### src/common/lsct_pkg.sv
// Shared constants and types for the load/store cycle timing block
package lsct_pkg;
	typedef enum logic [4:0] {
		LSCT_OP_ALU,
		LSCT_OP_SSRF,
		LSCT_OP_MTSR,
		LSCT_OP_MAC,
		LSCT_OP_MACSD,
		LSCT_OP_MULWH,
		LSCT_OP_LD,
		LSCT_OP_LDPI,
		LSCT_OP_ST,
		LSCT_OP_LDM,
		LSCT_OP_STM,
		LSCT_OP_RMW
	} lsct_op_t;

	localparam int  LSCT_CNT_W       = 6;
	localparam int  LSCT_REG_W       = 4;
	localparam int  LSCT_SYSREG_W    = 8;
	localparam int  LSCT_WS_W        = 4;
	localparam logic [7:0]  LSCT_STATUS_SYSREG = 8'h00;
	localparam logic [4:0]  LSCT_UPPER_BIT     = 5'h10;
	localparam logic [LSCT_CNT_W-1:0] LSCT_CYC_ONE   = 6'h01;
	localparam logic [LSCT_CNT_W-1:0] LSCT_CYC_TWO   = 6'h02;
	localparam logic [LSCT_CNT_W-1:0] LSCT_CYC_THREE = 6'h03;
	localparam logic [LSCT_CNT_W-1:0] LSCT_CYC_FOUR  = 6'h04;
	localparam logic [1:0]  LSCT_RMW_SHADOW   = 2'h3;
	localparam logic [1:0]  LSCT_BST_SHADOW   = 2'h2;
	localparam logic [5:0]  LSCT_PROD_W       = 6'h30;
endpackage : lsct_pkg

### src/rtl/lsct_core.sv
// Execute-stage cycle timing for loads, stores, multiplies and atomic bit ops
`timescale 1ns/1ps
module lsct_core (
	input  wire logic                              clk,
	input  wire logic                              nrst,
	input  wire logic                              issue_valid,
	output logic                                   issue_ready,
	input  wire lsct_pkg::lsct_op_t                issue_op,
	input  wire logic                              issue_bus,
	input  wire logic [4:0]                        issue_flag_bit,
	input  wire logic [lsct_pkg::LSCT_SYSREG_W-1:0] issue_sysreg,
	input  wire logic [lsct_pkg::LSCT_REG_W-1:0]   issue_acc_reg,
	input  wire logic [lsct_pkg::LSCT_REG_W:0]     issue_reg_count,
	input  wire logic [31:0]                       mul_a,
	input  wire logic [15:0]                       mul_b,
	input  wire logic [lsct_pkg::LSCT_WS_W-1:0]    bus_wait_states,
	output logic                                   done,
	output logic [lsct_pkg::LSCT_CNT_W-1:0]        last_cycles,
	output logic [47:0]                            wide_product,
	output logic                                   wb_busy,
	output logic                                   stalled
);
	import lsct_pkg::*;

	logic                  rst_meta_r;
	logic                  rst_n_r;
	logic [LSCT_CNT_W-1:0] cnt_r;
	logic [LSCT_CNT_W-1:0] need;
	logic [LSCT_CNT_W-1:0] stall_need;
	logic [LSCT_CNT_W-1:0] base;
	logic [LSCT_CNT_W-1:0] rmw_ws;
	logic [LSCT_REG_W-1:0] acc_tag_r;
	logic                  acc_valid_r;
	logic                  acc_hit;
	logic [1:0]            rmw_shadow_r;
	logic [1:0]            bst_shadow_r;
	logic                  prev_bst_r;
	logic                  wb_full_r;
	logic                  is_mem;
	logic                  taken;
	logic [LSCT_CNT_W-1:0] regs;

	always_ff @(posedge clk or negedge nrst) begin
		if (!nrst) begin
			rst_meta_r <= 1'b0;
			rst_n_r    <= 1'b0;
		end else begin
			rst_meta_r <= 1'b1;
			rst_n_r    <= rst_meta_r;
		end
	end

	assign regs    = {1'b0, issue_reg_count};
	assign acc_hit = acc_valid_r && (acc_tag_r == issue_acc_reg);
	assign is_mem  = (issue_op == LSCT_OP_LD) || (issue_op == LSCT_OP_LDPI) || (issue_op == LSCT_OP_ST)
		|| (issue_op == LSCT_OP_LDM) || (issue_op == LSCT_OP_STM) || (issue_op == LSCT_OP_RMW);
	assign rmw_ws  = {2'b00, bus_wait_states};

	// Base execution cycles per instruction class
	always_comb begin
		base = LSCT_CYC_ONE;
		case (issue_op)
			LSCT_OP_SSRF:  base = (issue_flag_bit >= LSCT_UPPER_BIT) ? LSCT_CYC_THREE : LSCT_CYC_ONE;
			LSCT_OP_MTSR:  base = (issue_sysreg == LSCT_STATUS_SYSREG) ? LSCT_CYC_THREE : LSCT_CYC_ONE;
			LSCT_OP_MAC:   base = acc_hit ? LSCT_CYC_ONE : LSCT_CYC_TWO;
			LSCT_OP_MACSD: base = acc_hit ? LSCT_CYC_ONE : LSCT_CYC_FOUR;
			LSCT_OP_MULWH: base = LSCT_CYC_ONE;
			LSCT_OP_LD:    base = issue_bus ? LSCT_CYC_TWO : LSCT_CYC_ONE;
			LSCT_OP_LDPI:  base = LSCT_CYC_TWO;
			LSCT_OP_ST: begin
				if (issue_bus && prev_bst_r)
					base = LSCT_CYC_ONE;
				else if (issue_bus && bst_shadow_r != 2'b00)
					base = LSCT_CYC_TWO;
				else
					base = LSCT_CYC_ONE;
			end
			LSCT_OP_LDM:   base = issue_bus ? LSCT_CNT_W'(LSCT_CYC_ONE + (regs << 1))
				: LSCT_CNT_W'(LSCT_CYC_ONE + regs);
			LSCT_OP_STM:   base = issue_bus ? LSCT_CNT_W'(LSCT_CYC_TWO + regs) : LSCT_CNT_W'(LSCT_CYC_ONE + regs);
			LSCT_OP_RMW: begin
				if (issue_bus)
					base = LSCT_CNT_W'(LSCT_CYC_ONE + rmw_ws);
				else
					base = wb_full_r ? LSCT_CYC_TWO : LSCT_CYC_ONE;
			end
			default:       base = LSCT_CYC_ONE;
		endcase
	end

	// Stall owed to a background bus atomic op
	always_comb begin
		stall_need = '0;
		if (is_mem && rmw_shadow_r != 2'b00)
			stall_need = {4'h0, rmw_shadow_r};
	end

	assign need        = LSCT_CNT_W'(base + stall_need);
	assign issue_ready = (cnt_r == '0) || (cnt_r == LSCT_CYC_ONE);
	assign taken       = issue_valid && (cnt_r == '0);
	assign stalled     = (cnt_r > LSCT_CYC_ONE);

	always_ff @(posedge clk or negedge rst_n_r) begin
		if (!rst_n_r) begin
			cnt_r       <= '0;
			last_cycles <= '0;
			done        <= 1'b0;
		end else begin
			done <= 1'b0;
			if (taken) begin
				cnt_r       <= LSCT_CNT_W'(need - LSCT_CYC_ONE);
				last_cycles <= need;
				done        <= (need == LSCT_CYC_ONE);
			end else if (cnt_r != '0) begin
				cnt_r <= LSCT_CNT_W'(cnt_r - LSCT_CYC_ONE);
				done  <= (cnt_r == LSCT_CYC_ONE);
			end
		end
	end

	// Background shadows: bus atomic and bus store windows
	always_ff @(posedge clk or negedge rst_n_r) begin
		if (!rst_n_r) begin
			rmw_shadow_r <= '0;
			bst_shadow_r <= '0;
			prev_bst_r   <= 1'b0;
		end else if (taken) begin
			if (issue_op == LSCT_OP_RMW && issue_bus)
				rmw_shadow_r <= LSCT_RMW_SHADOW;
			else if (is_mem)
				rmw_shadow_r <= '0;
			else if (rmw_shadow_r != 2'b00)
				rmw_shadow_r <= rmw_shadow_r - 2'b01;
			// Bus write drains over three slots, so a later store that does not directly follow still pays the start cycle
			if (issue_op == LSCT_OP_ST && issue_bus)
				bst_shadow_r <= LSCT_RMW_SHADOW;
			else if (bst_shadow_r != 2'b00)
				bst_shadow_r <= bst_shadow_r - 2'b01;
			prev_bst_r <= (issue_op == LSCT_OP_ST) && issue_bus;
		end else if (cnt_r == '0 && rmw_shadow_r != 2'b00) begin
			rmw_shadow_r <= rmw_shadow_r - 2'b01;
		end
	end

	// Local write buffer and accumulator cache
	always_ff @(posedge clk or negedge rst_n_r) begin
		if (!rst_n_r) begin
			wb_full_r   <= 1'b0;
			acc_valid_r <= 1'b0;
			acc_tag_r   <= '0;
		end else if (taken) begin
			wb_full_r <= !issue_bus && ((issue_op == LSCT_OP_ST) || (issue_op == LSCT_OP_RMW));
			if (issue_op == LSCT_OP_MAC || issue_op == LSCT_OP_MACSD) begin
				acc_valid_r <= 1'b1;
				acc_tag_r   <= issue_acc_reg;
			end
		end else if (cnt_r == '0) begin
			wb_full_r <= 1'b0;
		end
	end
	assign wb_busy = wb_full_r;

	always_ff @(posedge clk or negedge rst_n_r) begin
		if (!rst_n_r)
			wide_product <= '0;
		else if (taken && issue_op == LSCT_OP_MULWH)
			wide_product <= 48'(mul_a) * 48'(mul_b);
	end

	property p_status_move;
		@(posedge clk) disable iff (!rst_n_r)
		taken && issue_op == LSCT_OP_MTSR && issue_sysreg == LSCT_STATUS_SYSREG && rmw_shadow_r == 2'b00
			|=> last_cycles == LSCT_CYC_THREE ##2 done;
	endproperty
	a_status_move: assert property (p_status_move) else $error("status move not 3 cycles");

	property p_upper_flag;
		@(posedge clk) disable iff (!rst_n_r)
		taken && issue_op == LSCT_OP_SSRF && issue_flag_bit >= LSCT_UPPER_BIT |=> !done ##1 !done ##1 done;
	endproperty
	a_upper_flag: assert property (p_upper_flag) else $error("upper flag set not 3 cycles");

	property p_local_load;
		@(posedge clk) disable iff (!rst_n_r)
		taken && issue_op == LSCT_OP_LD && !issue_bus && rmw_shadow_r == 2'b00 |=> done && issue_ready;
	endproperty
	a_local_load: assert property (p_local_load) else $error("local load stalled");

	property p_bus_load;
		@(posedge clk) disable iff (!rst_n_r)
		taken && issue_op == LSCT_OP_LD && issue_bus && rmw_shadow_r == 2'b00 |=> !done ##1 done;
	endproperty
	a_bus_load: assert property (p_bus_load) else $error("bus load not 2 cycles");

	property p_ldm_local;
		@(posedge clk) disable iff (!rst_n_r)
		taken && issue_op == LSCT_OP_LDM && !issue_bus && rmw_shadow_r == 2'b00
			|=> last_cycles == LSCT_CNT_W'(LSCT_CYC_ONE + $past(regs));
	endproperty
	a_ldm_local: assert property (p_ldm_local) else $error("local load-multiple count wrong");

	property p_rmw_local;
		@(posedge clk) disable iff (!rst_n_r)
		taken && issue_op == LSCT_OP_RMW && !issue_bus && rmw_shadow_r == 2'b00
			|=> last_cycles == ($past(wb_full_r) ? LSCT_CYC_TWO : LSCT_CYC_ONE);
	endproperty
	a_rmw_local: assert property (p_rmw_local) else $error("local atomic op count wrong");

	property p_rmw_stall;
		@(posedge clk) disable iff (!rst_n_r)
		taken && issue_op == LSCT_OP_RMW && issue_bus ##1 taken && is_mem && issue_op == LSCT_OP_LD && !issue_bus
			|=> last_cycles == LSCT_CYC_FOUR;
	endproperty
	a_rmw_stall: assert property (p_rmw_stall) else $error("access after bus atomic not stalled 3");

	property p_bst_run;
		@(posedge clk) disable iff (!rst_n_r)
		taken && issue_op == LSCT_OP_ST && issue_bus ##1 taken && issue_op == LSCT_OP_ST && issue_bus
			|=> last_cycles == LSCT_CYC_ONE;
	endproperty
	a_bst_run: assert property (p_bst_run) else $error("pipelined bus store not 1 cycle");

	property p_mulwh;
		@(posedge clk) disable iff (!rst_n_r)
		taken && issue_op == LSCT_OP_MULWH |=> done && wide_product == 48'($past(mul_a)) * 48'($past(mul_b));
	endproperty
	a_mulwh: assert property (p_mulwh) else $error("wide multiply not single cycle");

	property p_low_flag;
		@(posedge clk) disable iff (!rst_n_r)
		taken && issue_op == LSCT_OP_SSRF && issue_flag_bit < LSCT_UPPER_BIT
			|=> done && last_cycles == LSCT_CYC_ONE;
	endproperty
	a_low_flag: assert property (p_low_flag) else $error("lower flag set not 1 cycle");

	property p_other_sysreg;
		@(posedge clk) disable iff (!rst_n_r)
		taken && issue_op == LSCT_OP_MTSR && issue_sysreg != LSCT_STATUS_SYSREG
			|=> done && last_cycles == LSCT_CYC_ONE;
	endproperty
	a_other_sysreg: assert property (p_other_sysreg) else $error("sysreg move not 1 cycle");

	property p_mac_hit;
		@(posedge clk) disable iff (!rst_n_r)
		taken && issue_op == LSCT_OP_MAC && acc_hit
			|=> done && last_cycles == LSCT_CYC_ONE;
	endproperty
	a_mac_hit: assert property (p_mac_hit) else $error("cached accumulate not 1 cycle");

	property p_mac_miss;
		@(posedge clk) disable iff (!rst_n_r)
		taken && issue_op == LSCT_OP_MAC && !acc_hit
			|=> last_cycles == LSCT_CYC_TWO ##1 done;
	endproperty
	a_mac_miss: assert property (p_mac_miss) else $error("uncached accumulate not 2 cycles");

	property p_macsd_miss;
		@(posedge clk) disable iff (!rst_n_r)
		taken && issue_op == LSCT_OP_MACSD && !acc_hit
			|=> last_cycles == LSCT_CYC_FOUR ##3 done;
	endproperty
	a_macsd_miss: assert property (p_macsd_miss) else $error("uncached double accumulate not 4 cycles");

	property p_ldpi;
		@(posedge clk) disable iff (!rst_n_r)
		taken && issue_op == LSCT_OP_LDPI && rmw_shadow_r == 2'b00
			|=> last_cycles == LSCT_CYC_TWO ##1 done;
	endproperty
	a_ldpi: assert property (p_ldpi) else $error("post-increment load not 2 cycles");

	property p_local_store;
		@(posedge clk) disable iff (!rst_n_r)
		taken && issue_op == LSCT_OP_ST && !issue_bus && rmw_shadow_r == 2'b00
			|=> done && last_cycles == LSCT_CYC_ONE;
	endproperty
	a_local_store: assert property (p_local_store) else $error("local store not 1 cycle");

	property p_lone_bst;
		@(posedge clk) disable iff (!rst_n_r)
		taken && issue_op == LSCT_OP_ST && issue_bus && bst_shadow_r == 2'b00 && rmw_shadow_r == 2'b00
			|=> done && last_cycles == LSCT_CYC_ONE;
	endproperty
	a_lone_bst: assert property (p_lone_bst) else $error("lone bus store not 1 cycle");

	property p_bst_first;
		@(posedge clk) disable iff (!rst_n_r)
		taken && issue_op == LSCT_OP_ST && issue_bus && !prev_bst_r && bst_shadow_r != 2'b00 && rmw_shadow_r == 2'b00
			|=> last_cycles == LSCT_CYC_TWO ##1 done;
	endproperty
	a_bst_first: assert property (p_bst_first) else $error("first bus store of run not 2 cycles");

	property p_after_run;
		@(posedge clk) disable iff (!rst_n_r)
		taken && issue_op == LSCT_OP_ALU && prev_bst_r
			|=> done && last_cycles == LSCT_CYC_ONE;
	endproperty
	a_after_run: assert property (p_after_run) else $error("op after bus store run stalled");

	property p_ldm_bus;
		@(posedge clk) disable iff (!rst_n_r)
		taken && issue_op == LSCT_OP_LDM && issue_bus && rmw_shadow_r == 2'b00
			|=> last_cycles == LSCT_CNT_W'(LSCT_CYC_ONE + ($past(regs) << 1));
	endproperty
	a_ldm_bus: assert property (p_ldm_bus) else $error("bus load-multiple count wrong");

	property p_stm_bus;
		@(posedge clk) disable iff (!rst_n_r)
		taken && issue_op == LSCT_OP_STM && issue_bus && rmw_shadow_r == 2'b00
			|=> last_cycles == LSCT_CNT_W'(LSCT_CYC_TWO + $past(regs));
	endproperty
	a_stm_bus: assert property (p_stm_bus) else $error("bus store-multiple count wrong");

	property p_rmw_ws;
		@(posedge clk) disable iff (!rst_n_r)
		taken && issue_op == LSCT_OP_RMW && issue_bus && rmw_shadow_r == 2'b00
			|=> last_cycles == LSCT_CNT_W'(LSCT_CYC_ONE + $past(rmw_ws));
	endproperty
	a_rmw_ws: assert property (p_rmw_ws) else $error("bus atomic not stretched by wait states");

	property p_rmw_gap_one;
		@(posedge clk) disable iff (!rst_n_r)
		taken && issue_op == LSCT_OP_LD && !issue_bus && rmw_shadow_r == 2'h2
			|=> last_cycles == LSCT_CYC_THREE;
	endproperty
	a_rmw_gap_one: assert property (p_rmw_gap_one) else $error("access one slot after bus atomic not stalled 2");

	property p_rmw_gap_two;
		@(posedge clk) disable iff (!rst_n_r)
		taken && issue_op == LSCT_OP_LD && !issue_bus && rmw_shadow_r == 2'h1
			|=> last_cycles == LSCT_CYC_TWO;
	endproperty
	a_rmw_gap_two: assert property (p_rmw_gap_two) else $error("access two slots after bus atomic not stalled 1");

endmodule : lsct_core

### config.mk
export PLATFORM = sky130hd
export DESIGN_NAME = lsct_core
export DESIGN_NICKNAME = d
export VERILOG_FILES = /design/src/common/lsct_pkg.sv /design/src/rtl/lsct_core.sv
export SDC_FILE = /design/constraint.sdc
export NUM_CORES = 1
export LEC_CHECK = 0
export BUFFER_PORTS_ARGS = -buffer_cell sky130_fd_sc_hd__buf_2
export CAP_MARGIN = 40
export CORE_ASPECT_RATIO = 1.1
export CORE_MARGIN = 2
export CORE_UTILIZATION = 33
export DETAILED_ROUTE_END_ITERATION = 7
export HOLD_SLACK_MARGIN = 0.03
export PLACE_DENSITY_LB_ADDON = 0.2
export SKIP_LAST_GASP = 1
export SLEW_MARGIN = 40
export SYNTH_ARGS = -nofsm -noshare
export SYNTH_HDL_FRONTEND = slang
export SYNTH_SLANG_ARGS = --single-unit
### constraint.sdc
create_clock -name clk -period 5.3 [get_ports clk]
set_input_delay 0.265 -clock clk [delete_from_list [all_inputs] [get_ports clk]]
set_output_delay 0.265 -clock clk [all_outputs]
set_load 0.01 [all_outputs]
==> Yosys cells after proc, flatten, opt, wreduce, memory -nomap -nowiden <==
Cells that the tools add are included.
W data, S select, Z words.
{ "totals": {"regBits": 74, "word_cells": 96, "output_inout_bits": 58, "inputBits": 83} }
{ "classes": {"magnitude_cmp": 2, "n_eq_ne": 15, "add_sub_neg": 9, "multipliers": 1, "n_mux": 26, "n_reduce_logical": 31} }
{ "ops": {"columns": ["cell", "count"], "rows": [
  ["$pmux W6 S10", 1],
  ["$mul A32 B16 Y48", 1],
  ["$mux W2", 15],
  ["$mux W6", 4],
  ["$eq A5 B3 Y1 const B", 4],
  ["$eq A5 B4 Y1 const B", 4],
  ["$eq A6 B1 Y1 const B", 2],
  ["$reduce_bool A2 Y1", 6],
  ["$sub A6 B1 Y6 const B", 2],
  ["$eq A5 B2 Y1 const B", 2],
  ["$logic_and A1 B1 Y1", 10],
  ["$logic_not A8 Y1", 1],
  ["$logic_or A1 B1 Y1", 8],
  ["$add A1 B5 Y6 const A", 1],
  ["$add A1 B6 Y6 const A", 1],
  ["$add A2 B5 Y6 const A", 1],
  ["$add A6 B6 Y6", 1],
  ["$gt A6 B1 Y1 const B", 1],
  ["$logic_not A6 Y1", 1],
  ["$reduce_and A2 Y1", 3],
  ["$reduce_bool A6 Y1", 1],
  ["$add A1 B4 Y5 const A", 1],
  ["$eq A5 B1 Y1 const B", 1],
  ["$ge A5 B5 Y1 const B", 1],
  ["other kinds (7)", 11]
]} }

==> Longest topological paths before layout <==
{ "depth": {"ltp_word": 11, "ltp_mapped": 24} }

==> Worst setup path after synthesis <==
OpenSTA, ideal clock, no wires.
{ "synth_path": {"kind": "input port to flip-flop", "startpoint": "in mul_b[7]", "endpoint": "reg wide_product[41]", "t_required_ns": 5.176, "arrival_ns": 5.845, "stages": 23, "slack_ns": -0.669, "setup_time_ns": 0.124, "path_buffers": 1, "path_cell_list": "clkbuf_1 > nand2_1 > fa_1 > inv_1 > fa_1 > inv_1 > fa_1 > inv_1 > fa_1 > fa_1 > inv_1 > fa_1 > inv_1 > ha_1 > nand3_1 > nor2_1 > nand4b_1 > a31oi_1 > o31ai_1 > a211oi_1 > o2111ai_1 > mux2i_1 > a211o_1"} }
{ "synth_via": {"elab_chain_len": 1} }
{ "synth_rtl": {"columns": ["item", "line_no", "rtl"], "rows": [
  ["start: declaration", "lsct_core.sv:15", "input wire logic [15:0] mul_b,"],
  ["$mul A32 B16 Y48", "lsct_core.sv:167", "wide_product <= 48'(mul_a) * 48'(mul_b);"],
  ["end signal: assignment", "lsct_core.sv:167", null],
  ["end: declaration", "lsct_core.sv:19", "output logic [47:0] wide_product,"]
]} }
Every way passes these cells.
A chain may end at the register's enable or synchronous reset.

==> Worst setup path after layout <==
{ "layout_path": {"startpoint": "in mul_b[4]", "endpoint": "reg wide_product[32]"} }
The elaborated chain is that of the path after synthesis.

==> results.md <==
- Status: complete, but fails checks
- Failing checks: negative setup slack
- Worst Setup Start Kind: input port
- Die X: 238 microns
- Post-synth EDFFs: 0
- CTS buffer count: 9
- GRT Total Usage: 19.0%
- CTS tree: yes
- Clock-pin slew on the worst setup and hold paths: roughly 0.060 ns
- CTS H-tree lvls: 3
- Largest net degree at the start of global routing: 64
- Synth Warn #: 0
- First-pass GRT wire length: 94200 microns
- Top cells by count, synth: 460 x inv_1, 419 x fa_1, 402 x nand2_1
- Reg area: 1860 sq um
- Setup TNS: -6.92 ns
- Core box area: 59600 sq um
- CP max FO: 8
- Fmax: 174 MHz
- Met1 usage: 26.6%
- CP Capture Type: flip-flop
- Final Cell Area: roughly 25000 sq um
- Finished Layout Cells: 3357
- Share of the synthesized area in the top cell type: a little over two fifths
- Routed WL: 57100 microns
- Area Growth Syn to Fin: 27.3%
- Final WS setup: -0.463 ns
- DP Cell Count: 3297
- Worst-path cell chain: buf_12, buf_12, and2_4, fa_1, inv_2, fa_1, fa_2, inv_2, fa_2, fa_1, inv_2, fa_1, inv_2, ha_4, and3_4, buf_4, nand3_2, a311oi_4, o211ai_1, buf_4, nand2_4, a21oi_1, or4b_1, nand3_1
- Top-count cell post-synth: inv_1
- Seq cells post-synth: 74
- Top post-synthesis cells by area: fa_1 42%, dfrtp_1 9.3%, inv_1 8.7%
- Initial antenna violation count: 0
- RD Place Congestion: 0.855
- Initial core utilization: between 30% and 40%
- Post-Synthesis Net Count: 2894
- Setup CP Type: in -> reg
- Antenna Cells: 0
- Slowest stage delay, CP: between 0.5 and 0.6 ns
- NumNets Final: 3218
- Post-route ant nets: 0
- Hold Violations, Final: 0
- Clock latency reported for the late side of the worst-skew pair: 0.36 ns
- Netlist cell types: 67
- Final setup viols: 26
- Final Slew Violations: 0
- DR pass1 iterations: 5
- Crit path time final: 5.76 ns
- Grt met3 use: 2.82%
- Via count: around 16k
- DRC: 0
- I/O pin count: 141
- CTS root buffer: clkbuf_16
- Die area: 62000 sq um
- WP data arrival: between 6 and 7 ns
- Area occupied by multi-input gates: 16800 sq um
- Worst-Margin Slew: 0.716 ns
- Hold slack: roughly 0.17 ns
- Vias in the first global route: 17.3k
- HP Class: in -> reg
- Slowest CP cell: fa_1
- Max-slew headroom: 52.2%
- RSZ-0062 raised after global routing: yes
- Initial DRC Count: around 730
- Max_cap viols: 0
- Fraction of layout cells with a size suffix above 1: 24.3%
- Sequential share of the synthesized area: 9.34%
- WL/cell: 17.0 microns
- Final HPWL DP: 48200 microns
- Number of vias per cell: roughly 4.8
- Port Buffers: roughly 140
- Overflow after GRT: 0
- Leading area contributor after synthesis: fa_1
- Die H: 261 microns
- Mapped Cells: 2260
- Met2 Track Usage GR: 31.7%
- Required time worst endpoint: between 5 and 6 ns
- Max clock buf depth: 2
- Number of fill cells in the layout: 5875
- Rows: between 90 and 100
- Final period util: 109%
- Syn_area_per_cell: 8.77 sq um
- Synth Cell Area: 19800 sq um
- Placed Area: 23300 sq um
- Async set or reset register ratio after synthesis: 100%
- Primary FF master, synth: dfrtp_1
- Setup Skew: 0.0172 ns
- Clock sink count: 74
- GR peak layer: met2
==> state kept, by name, indices dropped and copies added, names as in the netlist <==
| register | flops |
|---|---|
| acc_tag_r | 4 |
| wb_busy | 1 |
| rst_n_r | 1 |
| rst_meta_r | 1 |
| done | 1 |
| rmw_shadow_r | 2 |
| prev_bst_r | 1 |
| last_cycles | 6 |
| acc_valid_r | 1 |
| wide_product | 48 |
| bst_shadow_r | 2 |
| cnt_r | 6 |
==> worst paths after layout <==
check / depth (start not counted) / slack [ns] / end / from
worst max-delay path: 24 / -0.46 / wide_product[32] / mul_b[4]
worst min-delay path: 3 / 0.17 / acc_tag_r[3] / issue_acc_reg[3]
worst max register to register: 6 / 1.99 / wide_product[34] / cnt_r[3]
worst min register to register: 0 / 0.29 / wide_product[4] / rst_n_r
max in group asynchronous: 1 / 4.38 / wide_product[31] / rst_n_r
min in group asynchronous: 2 / 0.23 / rst_n_r / nrst
==> per-layer routing <==
metal	share of wire, %	vias to the layer above
met5	0	-
met4	1.3	0
met3	4.8	40
met2	49	321
met1	45	8210
li1	-	7479
==> area by class of cell <==
type                    count  share of cell area, %
multi-input cells        1618                   66.6
repair buffers            419                   14.2
flip-flops and latches     74                   7.35
inverters                 462                   6.87
well taps                 768                   3.81
clock buffers              11                  0.962
clock inverters             5                  0.154
==> repair_timing <==
| action | 4_1_cts | 5_1_grt |
|---|---|---|
| buffers inserted | 23 | 20 |
| resized for setup | 203 | 122 |
| endpoints found under the setup margin | 31 | 32 |
| endpoints found under the hold margin | 2 | 0 |
| cloned | 0 | 8 |
| pin swaps | 109 | 96 |
| hold buffers | 1 | 0 |
==> metrics by stage <==
| step | setup WS (ns) | utilization, % |
|---|---|---|
| after floorplan | -0.303 | - |
| after global placement | -1.20 | 39.0 |
| after detailed placement | -1.25 | 39.0 |
| after CTS | -0.478 | 41.0 |
| after global routing | -0.651 | 42.3 |
| final | -0.463 | 42.3 |
==> cell families (layout without fill, tap and decap cells) <==
group | after synthesis | in the layout | synth area share (%)
other cells | 1 | 1 | 0.0189
buf+inv | 568 | 897 | 10.9
fa+ha+maj | 551 | 551 | 50.7
compound gates | 236 | 236 | 7.53
simple gates | 768 | 768 | 18.8
flops | 74 | 74 | 9.34
mux | 9 | 9 | 0.486
xor+xnor | 53 | 53 | 2.34
==> worst max-delay path: cells and delay by family <==
family	cells	cell delay, ns
buffers and inverters	8	0.74
AOI/OAI and AO/OA	3	0.57
and+or+nand+nor	6	1.04
adders and majority gates	7	3.39
==> placed cells by master (no fill, tap or decap), types with 6 or more instances in the layout <==
master,instances
inv_2,22
nand2_1,393
xnor2_2,6
and2_4,25
buf_2,100
o21a_1,6
nand4_1,10
fa_1,392
o21bai_1,7
xor2_1,19
inv_1,439
fa_2,27
dfrtp_1,73
o21ai_1,23
nand3_1,19
and2_1,188
a21oi_1,40
ha_1,111
nor3_1,16
buf_4,227
clkbuf_16,17
buf_6,49
a21oi_2,13
nand2b_1,7
nor2_1,37
ha_4,19
a21o_1,23
nand2_4,7
nand3b_1,7
o21ai_2,9
buf_8,9
o21ai_0,37
xnor2_1,25
o211ai_1,6
buf_12,24
Power is not shown: default switching activity piles up to over one toggle a cycle in this logic, so the estimate is an artifact.
